`config.mk`:
```
export PLATFORM = sky130hd
export DESIGN_NAME = pmae_top
export DESIGN_NICKNAME = d
export VERILOG_FILES = /design/src/hdl/pmae_pkg.sv /design/src/hdl/pmae_top.sv
export SDC_FILE = /design/constraint.sdc
export NUM_CORES = 2
export LEC_CHECK = 0
export BUFFER_PORTS_ARGS = -buffer_cell sky130_fd_sc_hd__buf_2
export CAP_MARGIN = 20
export CORE_ASPECT_RATIO = 0.6
export CORE_MARGIN = 2
export CORE_UTILIZATION = 24
export CTS_BUF_LIST = sky130_fd_sc_hd__clkbuf_16
export DETAILED_ROUTE_END_ITERATION = 16
export PLACE_DENSITY_LB_ADDON = 0.05
export SLEW_MARGIN = 20
export SYNTH_ARGS = -nofsm -noshare
export SYNTH_HDL_FRONTEND = slang
export SYNTH_SLANG_ARGS = --single-unit
```
`constraint.sdc`:
```
create_clock -name I_CLK -period 7.8 [get_ports I_CLK]
set_input_delay 1.56 -clock I_CLK [delete_from_list [all_inputs] [get_ports I_CLK]]
set_output_delay 1.56 -clock I_CLK [all_outputs]
set_load 0.1 [all_outputs]
```
`src/hdl/pmae_pkg.sv`:
```
package pmae_pkg;
  // ***************************************************
  // register byte offsets
  // ***************************************************
  localparam logic [7:0] OFS_PIN1 = 8'h00;
  localparam logic [7:0] OFS_PIN2 = 8'h04;
  localparam logic [7:0] OFS_MON = 8'h08;
  localparam logic [7:0] OFS_TRIG = 8'h0c;
  localparam logic [7:0] OFS_STAT = 8'h10;
  localparam logic [7:0] OFS_CUR = 8'h14;
  localparam logic [7:0] OFS_VIN = 8'h18;
  localparam logic [7:0] OFS_AUX = 8'h1c;
  localparam logic [7:0] OFS_PWR = 8'h20;
  localparam logic [7:0] OFS_PWRX = 8'h24;
  localparam logic [7:0] OFS_EN = 8'h28;
  localparam logic [7:0] OFS_CNT = 8'h2c;
  localparam logic [7:0] OFS_ENX = 8'h30;
  localparam logic [7:0] OFS_ROLX = 8'h34;
  localparam logic [7:0] OFS_PK_CUR = 8'h38;
  localparam logic [7:0] OFS_PK_VIN = 8'h3c;
  localparam logic [7:0] OFS_PK_AUX = 8'h40;
  localparam logic [7:0] OFS_PK_PWR = 8'h44;
  localparam logic [7:0] OFS_VIN_OV = 8'h48;
  localparam logic [7:0] OFS_VIN_UV = 8'h4c;
  localparam logic [7:0] OFS_AUX_OV = 8'h50;
  localparam logic [7:0] OFS_AUX_UV = 8'h54;
  localparam logic [7:0] OFS_CUR_OC = 8'h58;
  localparam logic [7:0] OFS_PWR_OP = 8'h5c;
  // ***************************************************
  // widths, reset values, status bit positions
  // ***************************************************
  localparam int SMP_W = 12;
  localparam int PWR_W = 24;
  localparam int ROL_W = 16;
  localparam int NST = 6;
  localparam logic [11:0] LIM_MAX = 12'hfff;
  localparam logic [11:0] LIM_MIN = 12'h000;
  localparam logic [15:0] PWR_MAX = 16'hffff;
  localparam logic [22:0] ACC_MAX = 23'h7fffff;
  localparam int ST_VIN_OV = 0;
  localparam int ST_VIN_UV = 1;
  localparam int ST_AUX_OV = 2;
  localparam int ST_AUX_UV = 3;
  localparam int ST_CUR_OC = 4;
  localparam int ST_PWR_OP = 5;
  // adc channel codes
  localparam logic [1:0] CH_CUR = 2'h0;
  localparam logic [1:0] CH_VIN = 2'h1;
  localparam logic [1:0] CH_AUX = 2'h2;
  // ***************************************************
  // types
  // ***************************************************
  typedef enum logic [1:0] {
    PM_ALERT = 2'h0,
    PM_GPO = 2'h1,
    PM_CONVERT_TRIGGER_INPUT = 2'h2
  } pmae_pin_mode_t;
  typedef struct packed {
    logic [7:0] mask;
    logic [4:0] spare;
    logic level;
    pmae_pin_mode_t mode;
  } pmae_pin_setup_t;
  typedef struct packed {
    logic [2:0] v_avg;
    logic [2:0] i_avg;
    logic range;
    logic aux_en;
    logic cont;
  } pmae_mon_setup_t;
endpackage

```
`src/hdl/pmae_top.sv`:
```
`timescale 1ns/1ps
`default_nettype none
// What this block does
// each multipurpose pin is gpo or alert; pin one can also be convert input
// alert asserts when any masked status set
// gpo mode drives level, ignores mask
// pin one convert mode ignores gpo, mask
// convert pin rising starts one single shot
// current, voltage always sampled; aux if enabled
// setup picks mode, aux, range, averaging
// host avoids setup changes while sampling
// software command starts single or continuous
// power is voltage times positive current
// extended power 24 bits, standard top 16
// power adds to accumulator; wrap counts rollover
// rollover counter wraps after full scale
// sample counter counts each accumulation
// standard energy: top16, low8 rollover, count
// extended energy: all accumulator, rollover, count
// host reads energy before double rollover
// peaks hold highest readings since clear
// peaks update only after averaging pass
// writing zero clears one peak only
// warnings need strictly above or below
// limits reset to disable all warnings
// warnings latch; clear redone if active
// compare averaged values when readings update
// single shot does one pass then idles
module pmae_top #(
  parameter int AVG_LOG_W = 3
) (
  // clock, reset, enable
  input wire logic I_CLK,
  input wire logic I_SYS_RST,
  input wire logic I_CE,
  // apb slave
  input wire logic I_PSEL,
  input wire logic I_PENABLE,
  input wire logic I_PWRITE,
  input wire logic [7:0] I_PADDR,
  input wire logic [31:0] I_PWDATA,
  output logic [31:0] O_PRDATA,
  output logic O_PREADY,
  output logic O_PSLVERR,
  // converter handshake
  output logic O_ADC_REQ,
  output logic [1:0] O_ADC_CHAN,
  output logic O_ADC_RANGE,
  input wire logic I_ADC_VALID,
  input wire logic [11:0] I_ADC_DATA,
  // multipurpose pins
  input wire logic I_MP1_IN,
  output logic O_MP1_OUT,
  output logic O_MP1_OE,
  output logic O_MP2_OUT,
  output logic O_MP2_OE
);
  localparam int SUM_W = pmae_pkg::SMP_W + (1 << AVG_LOG_W) - 1;
  localparam logic [7:0] ONE8 = 8'h01;

  // ***************************************************
  // helpers
  // ***************************************************
  // averaged value from a running sum
  function automatic logic [11:0] avg_of(input logic [SUM_W-1:0] s,
                                         input logic [2:0] sh);
    logic [SUM_W-1:0] t;
    t = s >> sh;
    avg_of = t[11:0];
  endfunction

  // alert level of one pin from its setup
  function automatic logic alert_of(input pmae_pkg::pmae_pin_setup_t p,
                                    input logic [5:0] st);
    alert_of = |(p.mask[5:0] & st);
  endfunction

  typedef enum {S_IDLE, S_REQ, S_WAIT, S_CALC} pmae_state_t;

  pmae_pkg::pmae_pin_setup_t pin1_reg, pin2_reg;
  pmae_pkg::pmae_mon_setup_t mon_reg;
  pmae_state_t state_reg;
  logic run_reg, start_req, stop_req, convert_trigger_input_prev_reg, convert_trigger_input_rise;
  logic [1:0] chan_reg;
  logic [7:0] idx_reg, n_tot, n_cur, n_vlt;
  logic [SUM_W-1:0] sum_cur_reg, sum_vin_reg, sum_aux_reg;
  logic [11:0] cur_reg, vin_reg, aux_reg;
  logic [11:0] a_cur, a_vin, a_aux, cur_pos;
  logic [23:0] pwr_reg, pwr_next;
  logic [22:0] acc_reg;
  logic [23:0] acc_sum;
  logic [15:0] rol_reg;
  logic [23:0] cnt_reg;
  logic [11:0] pk_cur_reg, pk_vin_reg, pk_aux_reg;
  logic [23:0] pk_pwr_reg;
  logic [11:0] vin_ov_reg, vin_uv_reg, aux_ov_reg, aux_uv_reg;
  logic [11:0] cur_oc_reg;
  logic [15:0] pwr_op_reg;
  logic [5:0] stat_reg, cond_reg, cond_next;
  logic [31:0] rdata_reg, rdata_next;
  logic setup_ph, wr_en, mapped, calc;

  // ***************************************************
  // apb decode
  // ***************************************************
  // zero-wait slave: read data captured in setup phase
  assign setup_ph = I_PSEL & ~I_PENABLE;
  assign wr_en = I_CE & I_PSEL & I_PENABLE & I_PWRITE;
  assign O_PREADY = I_PSEL & I_PENABLE;
  assign O_PSLVERR = I_PSEL & I_PENABLE & ~mapped;
  assign O_PRDATA = rdata_reg;

  // read mux, also flags mapped addresses
  always_comb begin
    mapped = 1'b1;
    rdata_next = 32'h0000_0000;
    case (I_PADDR)
      pmae_pkg::OFS_PIN1: rdata_next = {16'h0000, pin1_reg};
      pmae_pkg::OFS_PIN2: rdata_next = {16'h0000, pin2_reg};
      pmae_pkg::OFS_MON: rdata_next = {23'h000000, mon_reg};
      pmae_pkg::OFS_TRIG: rdata_next = {30'h00000000, run_reg,
                                        state_reg != S_IDLE};
      pmae_pkg::OFS_STAT: rdata_next = {26'h0000000, stat_reg};
      pmae_pkg::OFS_CUR: rdata_next = {20'h00000, cur_reg};
      pmae_pkg::OFS_VIN: rdata_next = {20'h00000, vin_reg};
      pmae_pkg::OFS_AUX: rdata_next = {20'h00000, aux_reg};
      // standard power: top 16 bits, msb zero
      pmae_pkg::OFS_PWR: rdata_next = {16'h0000, pwr_reg[23:8]};
      pmae_pkg::OFS_PWRX: rdata_next = {8'h00, pwr_reg};
      // standard energy: rollover low byte and top 16
      pmae_pkg::OFS_EN: rdata_next = {8'h00, rol_reg[7:0],
                                      1'b0, acc_reg[22:8]};
      pmae_pkg::OFS_CNT: rdata_next = {8'h00, cnt_reg};
      pmae_pkg::OFS_ENX: rdata_next = {9'h000, acc_reg};
      pmae_pkg::OFS_ROLX: rdata_next = {16'h0000, rol_reg};
      pmae_pkg::OFS_PK_CUR: rdata_next = {20'h00000, pk_cur_reg};
      pmae_pkg::OFS_PK_VIN: rdata_next = {20'h00000, pk_vin_reg};
      pmae_pkg::OFS_PK_AUX: rdata_next = {20'h00000, pk_aux_reg};
      pmae_pkg::OFS_PK_PWR: rdata_next = {8'h00, pk_pwr_reg};
      pmae_pkg::OFS_VIN_OV: rdata_next = {20'h00000, vin_ov_reg};
      pmae_pkg::OFS_VIN_UV: rdata_next = {20'h00000, vin_uv_reg};
      pmae_pkg::OFS_AUX_OV: rdata_next = {20'h00000, aux_ov_reg};
      pmae_pkg::OFS_AUX_UV: rdata_next = {20'h00000, aux_uv_reg};
      pmae_pkg::OFS_CUR_OC: rdata_next = {20'h00000, cur_oc_reg};
      pmae_pkg::OFS_PWR_OP: rdata_next = {16'h0000, pwr_op_reg};
      default: mapped = 1'b0;
    endcase
  end

  // read data register
  always_ff @(posedge I_CLK) begin
    if (I_SYS_RST) begin
      rdata_reg <= 32'h0000_0000;
    end else if (I_CE && setup_ph) begin
      rdata_reg <= rdata_next;
    end
  end

  // ***************************************************
  // setup registers and limits
  // ***************************************************
  // host keeps setup steady while sampling; not enforced
  always_ff @(posedge I_CLK) begin
    if (I_SYS_RST) begin
      pin1_reg <= '0;
      pin2_reg <= '0;
      mon_reg <= '0;
    end else if (wr_en) begin
      case (I_PADDR)
        pmae_pkg::OFS_PIN1: pin1_reg <= I_PWDATA[15:0];
        pmae_pkg::OFS_PIN2: pin2_reg <= I_PWDATA[15:0];
        pmae_pkg::OFS_MON: mon_reg <= I_PWDATA[8:0];
        default: ;
      endcase
    end
  end

  // limits start fully open so nothing warns
  always_ff @(posedge I_CLK) begin
    if (I_SYS_RST) begin
      vin_ov_reg <= pmae_pkg::LIM_MAX;
      vin_uv_reg <= pmae_pkg::LIM_MIN;
      aux_ov_reg <= pmae_pkg::LIM_MAX;
      aux_uv_reg <= pmae_pkg::LIM_MIN;
      cur_oc_reg <= pmae_pkg::LIM_MAX;
      pwr_op_reg <= pmae_pkg::PWR_MAX;
    end else if (wr_en) begin
      case (I_PADDR)
        pmae_pkg::OFS_VIN_OV: vin_ov_reg <= I_PWDATA[11:0];
        pmae_pkg::OFS_VIN_UV: vin_uv_reg <= I_PWDATA[11:0];
        pmae_pkg::OFS_AUX_OV: aux_ov_reg <= I_PWDATA[11:0];
        pmae_pkg::OFS_AUX_UV: aux_uv_reg <= I_PWDATA[11:0];
        pmae_pkg::OFS_CUR_OC: cur_oc_reg <= I_PWDATA[11:0];
        pmae_pkg::OFS_PWR_OP: pwr_op_reg <= I_PWDATA[15:0];
        default: ;
      endcase
    end
  end

  // ***************************************************
  // multipurpose pins
  // ***************************************************
  // pin one in convert mode is input only
  assign O_MP1_OE = (pin1_reg.mode != pmae_pkg::PM_CONVERT_TRIGGER_INPUT);
  assign O_MP2_OE = 1'b1;
  always_comb begin
    case (pin1_reg.mode)
      pmae_pkg::PM_GPO: O_MP1_OUT = pin1_reg.level;
      pmae_pkg::PM_ALERT: O_MP1_OUT = alert_of(pin1_reg, stat_reg);
      default: O_MP1_OUT = 1'b0;
    endcase
    // pin two has no convert mode; treat it as alert
    if (pin2_reg.mode == pmae_pkg::PM_GPO) begin
      O_MP2_OUT = pin2_reg.level;
    end else begin
      O_MP2_OUT = alert_of(pin2_reg, stat_reg);
    end
  end

  // convert edge, input taken as synchronous
  always_ff @(posedge I_CLK) begin
    if (I_SYS_RST) begin
      convert_trigger_input_prev_reg <= 1'b0;
    end else if (I_CE) begin
      convert_trigger_input_prev_reg <= I_MP1_IN;
    end
  end
  assign convert_trigger_input_rise = (pin1_reg.mode == pmae_pkg::PM_CONVERT_TRIGGER_INPUT) &
                     I_MP1_IN & ~convert_trigger_input_prev_reg;

  // ***************************************************
  // sampling sequencer
  // ***************************************************
  // trigger command: bit0 high starts, low stops continuous
  assign start_req = (wr_en && I_PADDR == pmae_pkg::OFS_TRIG &&
                      I_PWDATA[0]) || (I_CE && convert_trigger_input_rise);
  assign stop_req = wr_en && I_PADDR == pmae_pkg::OFS_TRIG &&
                    !I_PWDATA[0];
  // pass length follows the longer of the two averages
  assign n_cur = ONE8 << mon_reg.i_avg;
  assign n_vlt = ONE8 << mon_reg.v_avg;
  assign n_tot = (n_cur > n_vlt) ? n_cur : n_vlt;
  assign calc = I_CE && state_reg == S_CALC;
  assign O_ADC_REQ = (state_reg == S_REQ);
  assign O_ADC_CHAN = chan_reg;
  assign O_ADC_RANGE = mon_reg.range;

  // run flag: continuous only while software keeps it on
  always_ff @(posedge I_CLK) begin
    if (I_SYS_RST) begin
      run_reg <= 1'b0;
    end else if (stop_req) begin
      run_reg <= 1'b0;
    end else if (wr_en && I_PADDR == pmae_pkg::OFS_TRIG) begin
      run_reg <= mon_reg.cont;
    end else if (I_CE && convert_trigger_input_rise) begin
      run_reg <= 1'b0; // convert is single shot unless a trigger write shares the cycle
    end
  end

  // pass state machine
  always_ff @(posedge I_CLK) begin
    if (I_SYS_RST) begin
      state_reg <= S_IDLE;
      chan_reg <= pmae_pkg::CH_CUR;
      idx_reg <= 8'h00;
    end else if (I_CE) begin
      case (state_reg)
        S_IDLE: begin
          chan_reg <= pmae_pkg::CH_CUR;
          idx_reg <= 8'h00;
          if (start_req) begin
            state_reg <= S_REQ;
          end
        end
        S_REQ: state_reg <= S_WAIT;
        S_WAIT: begin
          if (I_ADC_VALID) begin
            // current then voltage, aux only if enabled
            if (chan_reg == pmae_pkg::CH_CUR) begin
              chan_reg <= pmae_pkg::CH_VIN;
              state_reg <= S_REQ;
            end else if (chan_reg == pmae_pkg::CH_VIN &&
                         mon_reg.aux_en) begin
              chan_reg <= pmae_pkg::CH_AUX;
              state_reg <= S_REQ;
            end else if (idx_reg + ONE8 < n_tot) begin
              chan_reg <= pmae_pkg::CH_CUR;
              idx_reg <= idx_reg + ONE8;
              state_reg <= S_REQ;
            end else begin
              state_reg <= S_CALC;
            end
          end
        end
        S_CALC: begin
          chan_reg <= pmae_pkg::CH_CUR;
          idx_reg <= 8'h00;
          // single shot ends after one pass
          state_reg <= (run_reg && !stop_req) ? S_REQ : S_IDLE;
        end
        default: state_reg <= S_IDLE;
      endcase
    end
  end

  // running sums; current over its own count, voltage and aux over the voltage count
  always_ff @(posedge I_CLK) begin
    if (I_SYS_RST) begin
      sum_cur_reg <= '0;
      sum_vin_reg <= '0;
      sum_aux_reg <= '0;
    end else if (calc || (I_CE && state_reg == S_IDLE)) begin
      sum_cur_reg <= '0;
      sum_vin_reg <= '0;
      sum_aux_reg <= '0;
    end else if (I_CE && state_reg == S_WAIT && I_ADC_VALID) begin
      if (chan_reg == pmae_pkg::CH_CUR && idx_reg < n_cur) begin
        sum_cur_reg <= sum_cur_reg + SUM_W'(I_ADC_DATA);
      end
      if (chan_reg == pmae_pkg::CH_VIN && idx_reg < n_vlt) begin
        sum_vin_reg <= sum_vin_reg + SUM_W'(I_ADC_DATA);
      end
      if (chan_reg == pmae_pkg::CH_AUX && idx_reg < n_vlt) begin
        sum_aux_reg <= sum_aux_reg + SUM_W'(I_ADC_DATA);
      end
    end
  end

  // ***************************************************
  // readings, power, energy
  // ***************************************************
  assign a_cur = avg_of(sum_cur_reg, mon_reg.i_avg);
  assign a_vin = avg_of(sum_vin_reg, mon_reg.v_avg);
  assign a_aux = avg_of(sum_aux_reg, mon_reg.v_avg);
  // negative current gives zero power
  assign cur_pos = a_cur[11] ? 12'h000 : a_cur;
  assign pwr_next = a_vin * cur_pos;
  assign acc_sum = {1'b0, acc_reg} + pwr_next;

  always_ff @(posedge I_CLK) begin
    if (I_SYS_RST) begin
      cur_reg <= 12'h000;
      vin_reg <= 12'h000;
      aux_reg <= 12'h000;
      pwr_reg <= 24'h000000;
    end else if (calc) begin
      cur_reg <= a_cur;
      vin_reg <= a_vin;
      if (mon_reg.aux_en) begin
        aux_reg <= a_aux;
      end
      pwr_reg <= pwr_next;
    end
  end

  // accumulator keeps msb zero; overflow past max counts
  always_ff @(posedge I_CLK) begin
    if (I_SYS_RST) begin
      acc_reg <= 23'h000000;
      rol_reg <= 16'h0000;
      cnt_reg <= 24'h000000;
    end else if (calc) begin
      acc_reg <= acc_sum[22:0];
      if (acc_sum > {1'b0, pmae_pkg::ACC_MAX}) begin
        rol_reg <= rol_reg + 16'h0001; // free wrap at full scale
      end
      cnt_reg <= cnt_reg + 24'h000001;
    end
  end
  // host must poll faster than two rollovers

  // ***************************************************
  // peaks
  // ***************************************************
  // averaged values only, never raw samples
  always_ff @(posedge I_CLK) begin
    if (I_SYS_RST) begin
      pk_cur_reg <= 12'h000;
      pk_vin_reg <= 12'h000;
      pk_aux_reg <= 12'h000;
      pk_pwr_reg <= 24'h000000;
    end else if (calc) begin
      if (a_cur > pk_cur_reg) pk_cur_reg <= a_cur;
      if (a_vin > pk_vin_reg) pk_vin_reg <= a_vin;
      if (mon_reg.aux_en && a_aux > pk_aux_reg) pk_aux_reg <= a_aux;
      if (pwr_next > pk_pwr_reg) pk_pwr_reg <= pwr_next;
    end else if (wr_en && I_PWDATA == 32'h0000_0000) begin
      // zero write clears only the addressed peak
      case (I_PADDR)
        pmae_pkg::OFS_PK_CUR: pk_cur_reg <= 12'h000;
        pmae_pkg::OFS_PK_VIN: pk_vin_reg <= 12'h000;
        pmae_pkg::OFS_PK_AUX: pk_aux_reg <= 12'h000;
        pmae_pkg::OFS_PK_PWR: pk_pwr_reg <= 24'h000000;
        default: ;
      endcase
    end
  end

  // ***************************************************
  // warnings
  // ***************************************************
  // strict compare against averaged values at update
  always_comb begin
    cond_next = 6'h00;
    cond_next[pmae_pkg::ST_VIN_OV] = a_vin > vin_ov_reg;
    cond_next[pmae_pkg::ST_VIN_UV] = a_vin < vin_uv_reg;
    cond_next[pmae_pkg::ST_AUX_OV] = mon_reg.aux_en && a_aux > aux_ov_reg;
    cond_next[pmae_pkg::ST_AUX_UV] = mon_reg.aux_en && a_aux < aux_uv_reg;
    cond_next[pmae_pkg::ST_CUR_OC] = a_cur > cur_oc_reg;
    cond_next[pmae_pkg::ST_PWR_OP] = pwr_next[23:8] > pwr_op_reg;
  end

  // last compared condition, kept so a clear can re-set
  always_ff @(posedge I_CLK) begin
    if (I_SYS_RST) begin
      cond_reg <= 6'h00;
    end else if (calc) begin
      cond_reg <= cond_next;
    end
  end

  // latched status, write one to clear; set beats clear
  always_ff @(posedge I_CLK) begin
    if (I_SYS_RST) begin
      stat_reg <= 6'h00;
    end else if (I_CE) begin
      stat_reg <= (stat_reg & ~((wr_en && I_PADDR == pmae_pkg::OFS_STAT)
                  ? I_PWDATA[5:0] : 6'h00)) | cond_reg |
                  (calc ? cond_next : 6'h00);
    end
  end
endmodule
`default_nettype wire

```
=== Word level (Yosys, flattened, before mapping) ===
Cells that the tools add are included.

* Add/sub/neg operators: 7
* $mul: 1
* Magnitude comparators: 15
* Eq/ne operators: 45
* Shift operators: 5
* Muxes and demuxes: 43
* Bitwise gates (word level): 17
* Reductions and logical operators: 64

{| class="wikitable"
|+ Operator list
! cell !! number
|-
| 24-bit one-hot mux with 24 select lines || 1
|-
| 12-bit two-way mux || 12
|-
| 32-bit one-hot mux with 4 select lines || 1
|-
| 32-bit by 2-bit equality test with 1-bit output, second input constant || 3
|-
| 32-bit logical NOT || 3
|-
| 24-bit two-way mux || 4
|-
| 12-bit greater-than comparator || 6
|-
| 32-bit by 3-bit equality test with 1-bit output, second input constant || 2
|-
| 8-bit by 6-bit equality test with 1-bit output, second input constant || 8
|-
| 8-bit by 7-bit equality test with 1-bit output, second input constant || 8
|-
| 32-bit two-way mux || 2
|-
| 19-bit by 12-bit adder with 19-bit output || 3
|-
| 19-bit by 3-bit >> shifter with 12-bit output || 3
|-
| 8-bit two-way mux || 5
|-
| 32-bit by 1-bit equality test with 1-bit output, second input constant || 1
|-
| 8-bit by 5-bit equality test with 1-bit output, second input constant || 4
|-
| 32-bit nonzero test || 1
|-
| 2-bit AND reduction || 14
|-
| 23-bit by 23-bit adder with 24-bit output || 1
|-
| 24-bit by 1-bit adder with 24-bit output, second input constant || 1
|-
| 23-bit by 24-bit greater-than comparator with 1-bit output || 1
|-
| 24-bit by 23-bit greater-than comparator with 1-bit output, second input constant || 1
|-
| 12-bit less-than comparator || 2
|-
| 8-bit less-than comparator || 3
|-
| 37 further kinds || 107
|}

* Flip-flop bits (word level): 445
* Input bits: 60
* Output and inout bits: 42
* Word-level logic and storage cells: 238

=== Logic depth before layout (Yosys ltp) ===
* Depth after elaboration: 9
* Gate-level depth with buffers: 37
* Gate-level depth less buffers: 34

=== Worst setup path before layout ===
OpenSTA, ideal clock, no wires.

* Kind: register -> register
* Start: reg mon_reg[4] (netlist name)
* End: reg rol_reg[10]
* Setup time: 0.070 ns
* Arrival: 8.447 ns
* Data required time: 7.730 ns
* Path slack: -0.718 ns
* Stages on the path, launching flop included: 32
* Buffers on the path: 2
* Period minus slack after synthesis: 8.518 ns
* Cells stage by stage: dfxtp_1 -> buf_2 -> mux2_2 -> o211ai_1 -> and2_1 -> inv_1 -> clkbuf_1 -> nor3_1 -> nand2_1 -> fa_1 -> fa_1 -> fa_1 -> inv_1 -> fa_1 -> inv_1 -> fa_1 -> inv_1 -> ha_1 -> a2111oi_0 -> o21ai_0 -> a41oi_1 -> o21bai_1 -> a21oi_1 -> xnor2_1 -> ha_1 -> and3_1 -> o21ai_0 -> nor2b_1 -> a2111oi_4 -> o211ai_1 -> or4_1 -> a21oi_1

* Word-level cells in the longest chain between the ends: 6

{| class="wikitable"
|+ Ends and longest elaborated chain
! what !! line !! text
|-
| start, declared || pmae_top.sv:81 || <nowiki>pmae_pkg::pmae_mon_setup_t mon_reg;</nowiki>
|-
| start signal, assigned || pmae_top.sv:172 || <nowiki>pmae_pkg::OFS_MON: mon_reg <= I_PWDATA[8:0];</nowiki>
|-
| 19-bit by 3-bit >> shifter with 12-bit output || pmae_top.sv:68 || <nowiki>t = s >> sh;</nowiki>
|-
| 11-bit two-way mux || pmae_top.sv:337 || <nowiki>assign cur_pos = a_cur[11] ? 12'h000 : a_cur;</nowiki>
|-
| 12-bit by 11-bit multiplier with 23-bit output || pmae_top.sv:338 || <nowiki>assign pwr_next = a_vin * cur_pos;</nowiki>
|-
| net pwr_next[14] || pmae_top.sv:89 || <nowiki>logic [23:0] pwr_reg, pwr_next;</nowiki>
|-
| 23-bit by 23-bit adder with 24-bit output || pmae_top.sv:339 || <nowiki>assign acc_sum = {1'b0, acc_reg} + pwr_next;</nowiki>
|-
| 24-bit by 23-bit greater-than comparator with 1-bit output || pmae_top.sv:365 || <nowiki>if (acc_sum > {1'b0, pmae_pkg::ACC_MAX}) begin</nowiki>
|-
| 2-bit AND reduction (no line) || -- ||
|-
| end signal, assigned || pmae_top.sv:366 || <nowiki>rol_reg <= rol_reg + 16'h0001;</nowiki>
|-
| end, declared || pmae_top.sv:92 || <nowiki>logic [15:0] rol_reg;</nowiki>
|}

The timed path passes the listed nets, and every way through them passes these cells.
A chain may end at the register's enable or synchronous reset.

=== Worst setup path after layout ===
* Start: reg mon_reg[4] (netlist name)
* End: reg pk_pwr_reg[20]

* Word-level cells in the longest chain between the ends: 6
* Elaborated cells on any way between the ends: 8
* Those cells by class: mul: 1; order compare: 1; eq/ne: 1; shift: 1; mux: 3; reduce/logical: 1

{| class="wikitable"
|+ Ends and longest elaborated chain
! what !! line !! text
|-
| 19-bit by 3-bit >> shifter with 12-bit output || pmae_top.sv:68 ||
|-
| net a_cur[10] || pmae_top.sv:88 || <nowiki>logic [11:0] a_cur, a_vin, a_aux, cur_pos;</nowiki>
|-
| 11-bit two-way mux || pmae_top.sv:337 ||
|-
| 12-bit by 11-bit multiplier with 23-bit output || pmae_top.sv:338 ||
|-
| net pwr_next[21] || pmae_top.sv:89 ||
|-
| 23-bit by 24-bit greater-than comparator with 1-bit output || pmae_top.sv:387 || <nowiki>if (pwr_next > pk_pwr_reg) pk_pwr_reg <= pwr_next;</nowiki>
|-
| 2-bit by 1-bit inequality test with 1-bit output (no line) || -- ||
|-
| 3-bit AND reduction (no line) || -- ||
|-
| end signal, assigned || pmae_top.sv:387 ||
|-
| end, declared || pmae_top.sv:95 || <nowiki>logic [23:0] pk_pwr_reg;</nowiki>
|}

The timed path passes the listed nets, and every way through them passes these cells. The select of a mux whose other input is x is not followed.

==> metrics.md <==
| Metric | Value |
|---|---|
| Status | complete, but fails checks |
| Violated checks | negative setup slack |
| Clk_skew | 27.86 ps |
| Share of the synthesized area in the top cell type | 27.10% |
| Post-synth top cells | 442 x nand2_1, 405 x dfxtp_1, 351 x nor2_1 |
| Multi-input logic area | 21,100 µm² |
| Synth Warn # | 0 |
| Cells after synthesis | 3,687 |
| R2R setup slack | -260 ps |
| CTS tree | built |
| Die Span X | 459.8 µm |
| Worst path depth | 33 |
| Post-Synth XOR/XNOR Area | 2.693% |
| Multiplexer share of the synthesized area | 4.504% |
| Pwr Density | 127.2 nW/µm² |
| Max Cap Viol | 0 |
| Area grow syn2layout | 27.55% |
| PortBufs | 92 |
| First-pass GRT wire length | 219,900 µm |
| Slowest CP cell | fa_1 |
| Top-count cell post-synth | nand2_1 |
| Leak pwr | 16.08 nW |
| Final Power | 4.856 mW |
| Final Setup Violations | 35 |
| Synth area leader | dfxtp_1 |
| Final Worst Setup Slack | -259.8 ps |
| DRC violations left | 0 |
| Layout cell share with drive strength beyond 1 | 21.21% |
| Ys flop type | dfxtp_1 |
| Core area | 123,900 µm² |
| Data arrival time of the critical path | 8580 ps |
| Mapped Avg Cell Area | 8.115 µm² |
| Clk sinks | 405 |
| Highest clock rate | 0.1241 GHz |
| Die Span Y | 277.5 µm |
| Initial antenna violation count | 8 |
| Max-slew violations | 0 |
| Least-Margin Pin Slew | 1185 ps |
| Routed length per instance | 27.15 µm |
| Via density | 5.150 |
| Starting Density | 24.16% |
| Routed WL | 155,700 µm |
| RSZ-0062 raised after global routing | yes |
| Die ar. | 127,600 µm² |
| Crit path buf inv count | 8 |
| Min-Delay Path Class | flip-flop to flip-flop |
| CTS Buf Count | 48 |
| DR vias | 29,550 |
| Hold path start | cond_reg[2] |
| Total GRT Usage | 23.96% |
| M1 WL | 84,600 µm |
| Reg2reg path depth | 33 |
| GP Congestion | 0.8999 |
| Pin count of the biggest net entering global routing | 120 |
| ANT nets after route | 0 |
| Ys async rst share | 0% |
| CP Launch Type | flip-flop |
| Synth Cell Area | 29,920 µm² |
| Top cells by area, synth | dfxtp_1 27%, ha_1 12%, fa_1 6.2% |
| Max stage delay on crit path | 550 ps |
| Layout net count | 4,503 |
| Crit. End Element | flip-flop |
| Cell mode on critical path | fa_1 |
| Row cnt | 100 |
| GRT overflow | 0 |
| Pre-antenna DRT Iters | 6 |
| Slew HR | 21.01% |
| Longest Clk Path Bufs | 3 |
| Setup TNS Final | -5355 ps |
| Worst slack, placed | -902.3 ps |
| CP top delay family | adder cells |
| Number of synthesized flops with an enable pin | 0 |
| Post-synthesis simple-gate area fraction | 19.19% |
| Root buf cell | clkbuf_16 |
| Critical path data required time | 8320 ps |
| Crit Path Class | flip-flop to flip-flop |
| Final Hold Viols | 0 |
| Met2 WL post-DR | 55,100 µm |
| H-tree depth | 2 |
| Main combinational cell family by area after synthesis | compound AO/OA/AOI/OAI gates |
| Final Util | 30.81% |
| Number of synthesized register bits | 405 |
| CP Max Fanout | 8 |
| Worst hold endpoint | cond_reg[2] |
| Final period util | 103.3% |
| Hold depth | 2 |
| Synth unique cells | 80 |
| Vias in the first global route | 28,170 |
| Seq/Total Area, Yosys | 27.10% |
| Synth Area in Compound Gates | 21.52% |
| Placed wire-length estimate | 121,100 µm |
| Met3 WL post-DR | 13,550 µm |
| I/O pin cnt | 102 |
| Seq. cell area | 8123 µm² |
| Clock slew at reported path FFs | 70 ps |
| Fillers | 13,280 |
| Worst reg2reg path startpoint | mon_reg[4] |
| Adder-Cell Fraction of Synth Area | 18.27% |
| Tmin final | 8060 ps |
| Max VDD drop | 159.5 µV |
| Top Metal Used | met5 |
| 1st-iter DRT viols | 3,011 |
| Worst skew pair latency | 650 ps |
| Reg2reg end | pk_pwr_reg[20] |
worst max-delay path by stage:
stage                           from             end  slack [ps]
after floorplan           mon_reg[4]     rol_reg[10]           7
after global placement    mon_reg[4]     stat_reg[5]        -860
after detailed placement  mon_reg[4]     stat_reg[5]        -900
after CTS                 mon_reg[4]  pk_pwr_reg[12]        -280
after global routing      mon_reg[4]  pk_pwr_reg[20]        -630
final                     mon_reg[4]  pk_pwr_reg[20]        -260
cell type report:
type | instances | area share (%)
multi-input cells | 2768 | 55.28
flip-flops and latches | 405 | 21.28
repair buffers | 522 | 10.73
well taps | 1632 | 5.350
clock buffers | 49 | 3.213
inverters | 317 | 3.147
clock inverters | 40 | 0.9704
diodes | 4 | 0.02623
power breakdown:
group / switching, mW / total (mW) / internal (mW)
logic: 0.256 / 0.324 / 0.0677
registers: 0.00794 / 2.08 / 2.07
clock network: 1.11 / 2.45 / 1.34
total: 1.37 / 4.86 / 3.48
kinds of logic (layout without fill, tap and decap cells):
| kind of cell | after synthesis | after routing |
|---|---|---|
| fa+ha+maj | 381 | 381 |
| compound gates | 921 | 921 |
| flops | 405 | 405 |
| other cells | 2 | 13 |
| mux | 106 | 106 |
| xor+xnor | 92 | 92 |
| buf+inv | 521 | 928 |
| simple gates | 1259 | 1259 |
per-stage QoR:
stage / hold WS [ps] / cell area (µm²) / std cells
final: 456.4 / 38170 / 5737
after detailed placement: 447.3 / 34980 / 5603
after global routing: 468.5 / 38160 / 5733
after floorplan: 431.7 / 30140 / 3694
after global placement: 444.2 / 34980 / 5603
after CTS: 456.3 / 37520 / 5720
routing by layer:
| metal | up-vias | global-route usage (%) |
|---|---|---|
| met5 | - | 0 |
| met4 | 4 | 3.981 |
| met3 | 132 | 6.280 |
| met2 | 960 | 29.80 |
| met1 | 14510 | 39.52 |
| li1 | 13940 | - |
tightest hold or removal path, cell delays in order (launching register included):
cell	delay [ps]
dfxtp_1	310
nand2_1	50
a21oi_1	50
cell usage in the layout, fill, tap and decap left out, drive strengths merged, types with 51 or more instances in the layout:
master	count
fa	93
nor2	351
o21ai	85
o211ai	70
a21oi	243
buf	519
nand2	442
inv	321
nand3	109
nand4	75
clkbuf	51
a21o	63
a221oi	51
dfxtp	405
ha	288
a22o	69
mux2i	66
nor3	69
a22oi	64
a211oi	68
repair_timing:
| item | in CTS | in global routing |
|---|---|---|
| pin swaps | 76 | 72 |
| setup endpoints to repair | 50 | 50 |
| buffers inserted | 27 | 16 |
| gates resized for setup | 142 | 107 |
| cloned | 2 | 1 |
| hold buffers | 0 | 0 |
No activity file was read; power rests on OpenSTA's default activity.
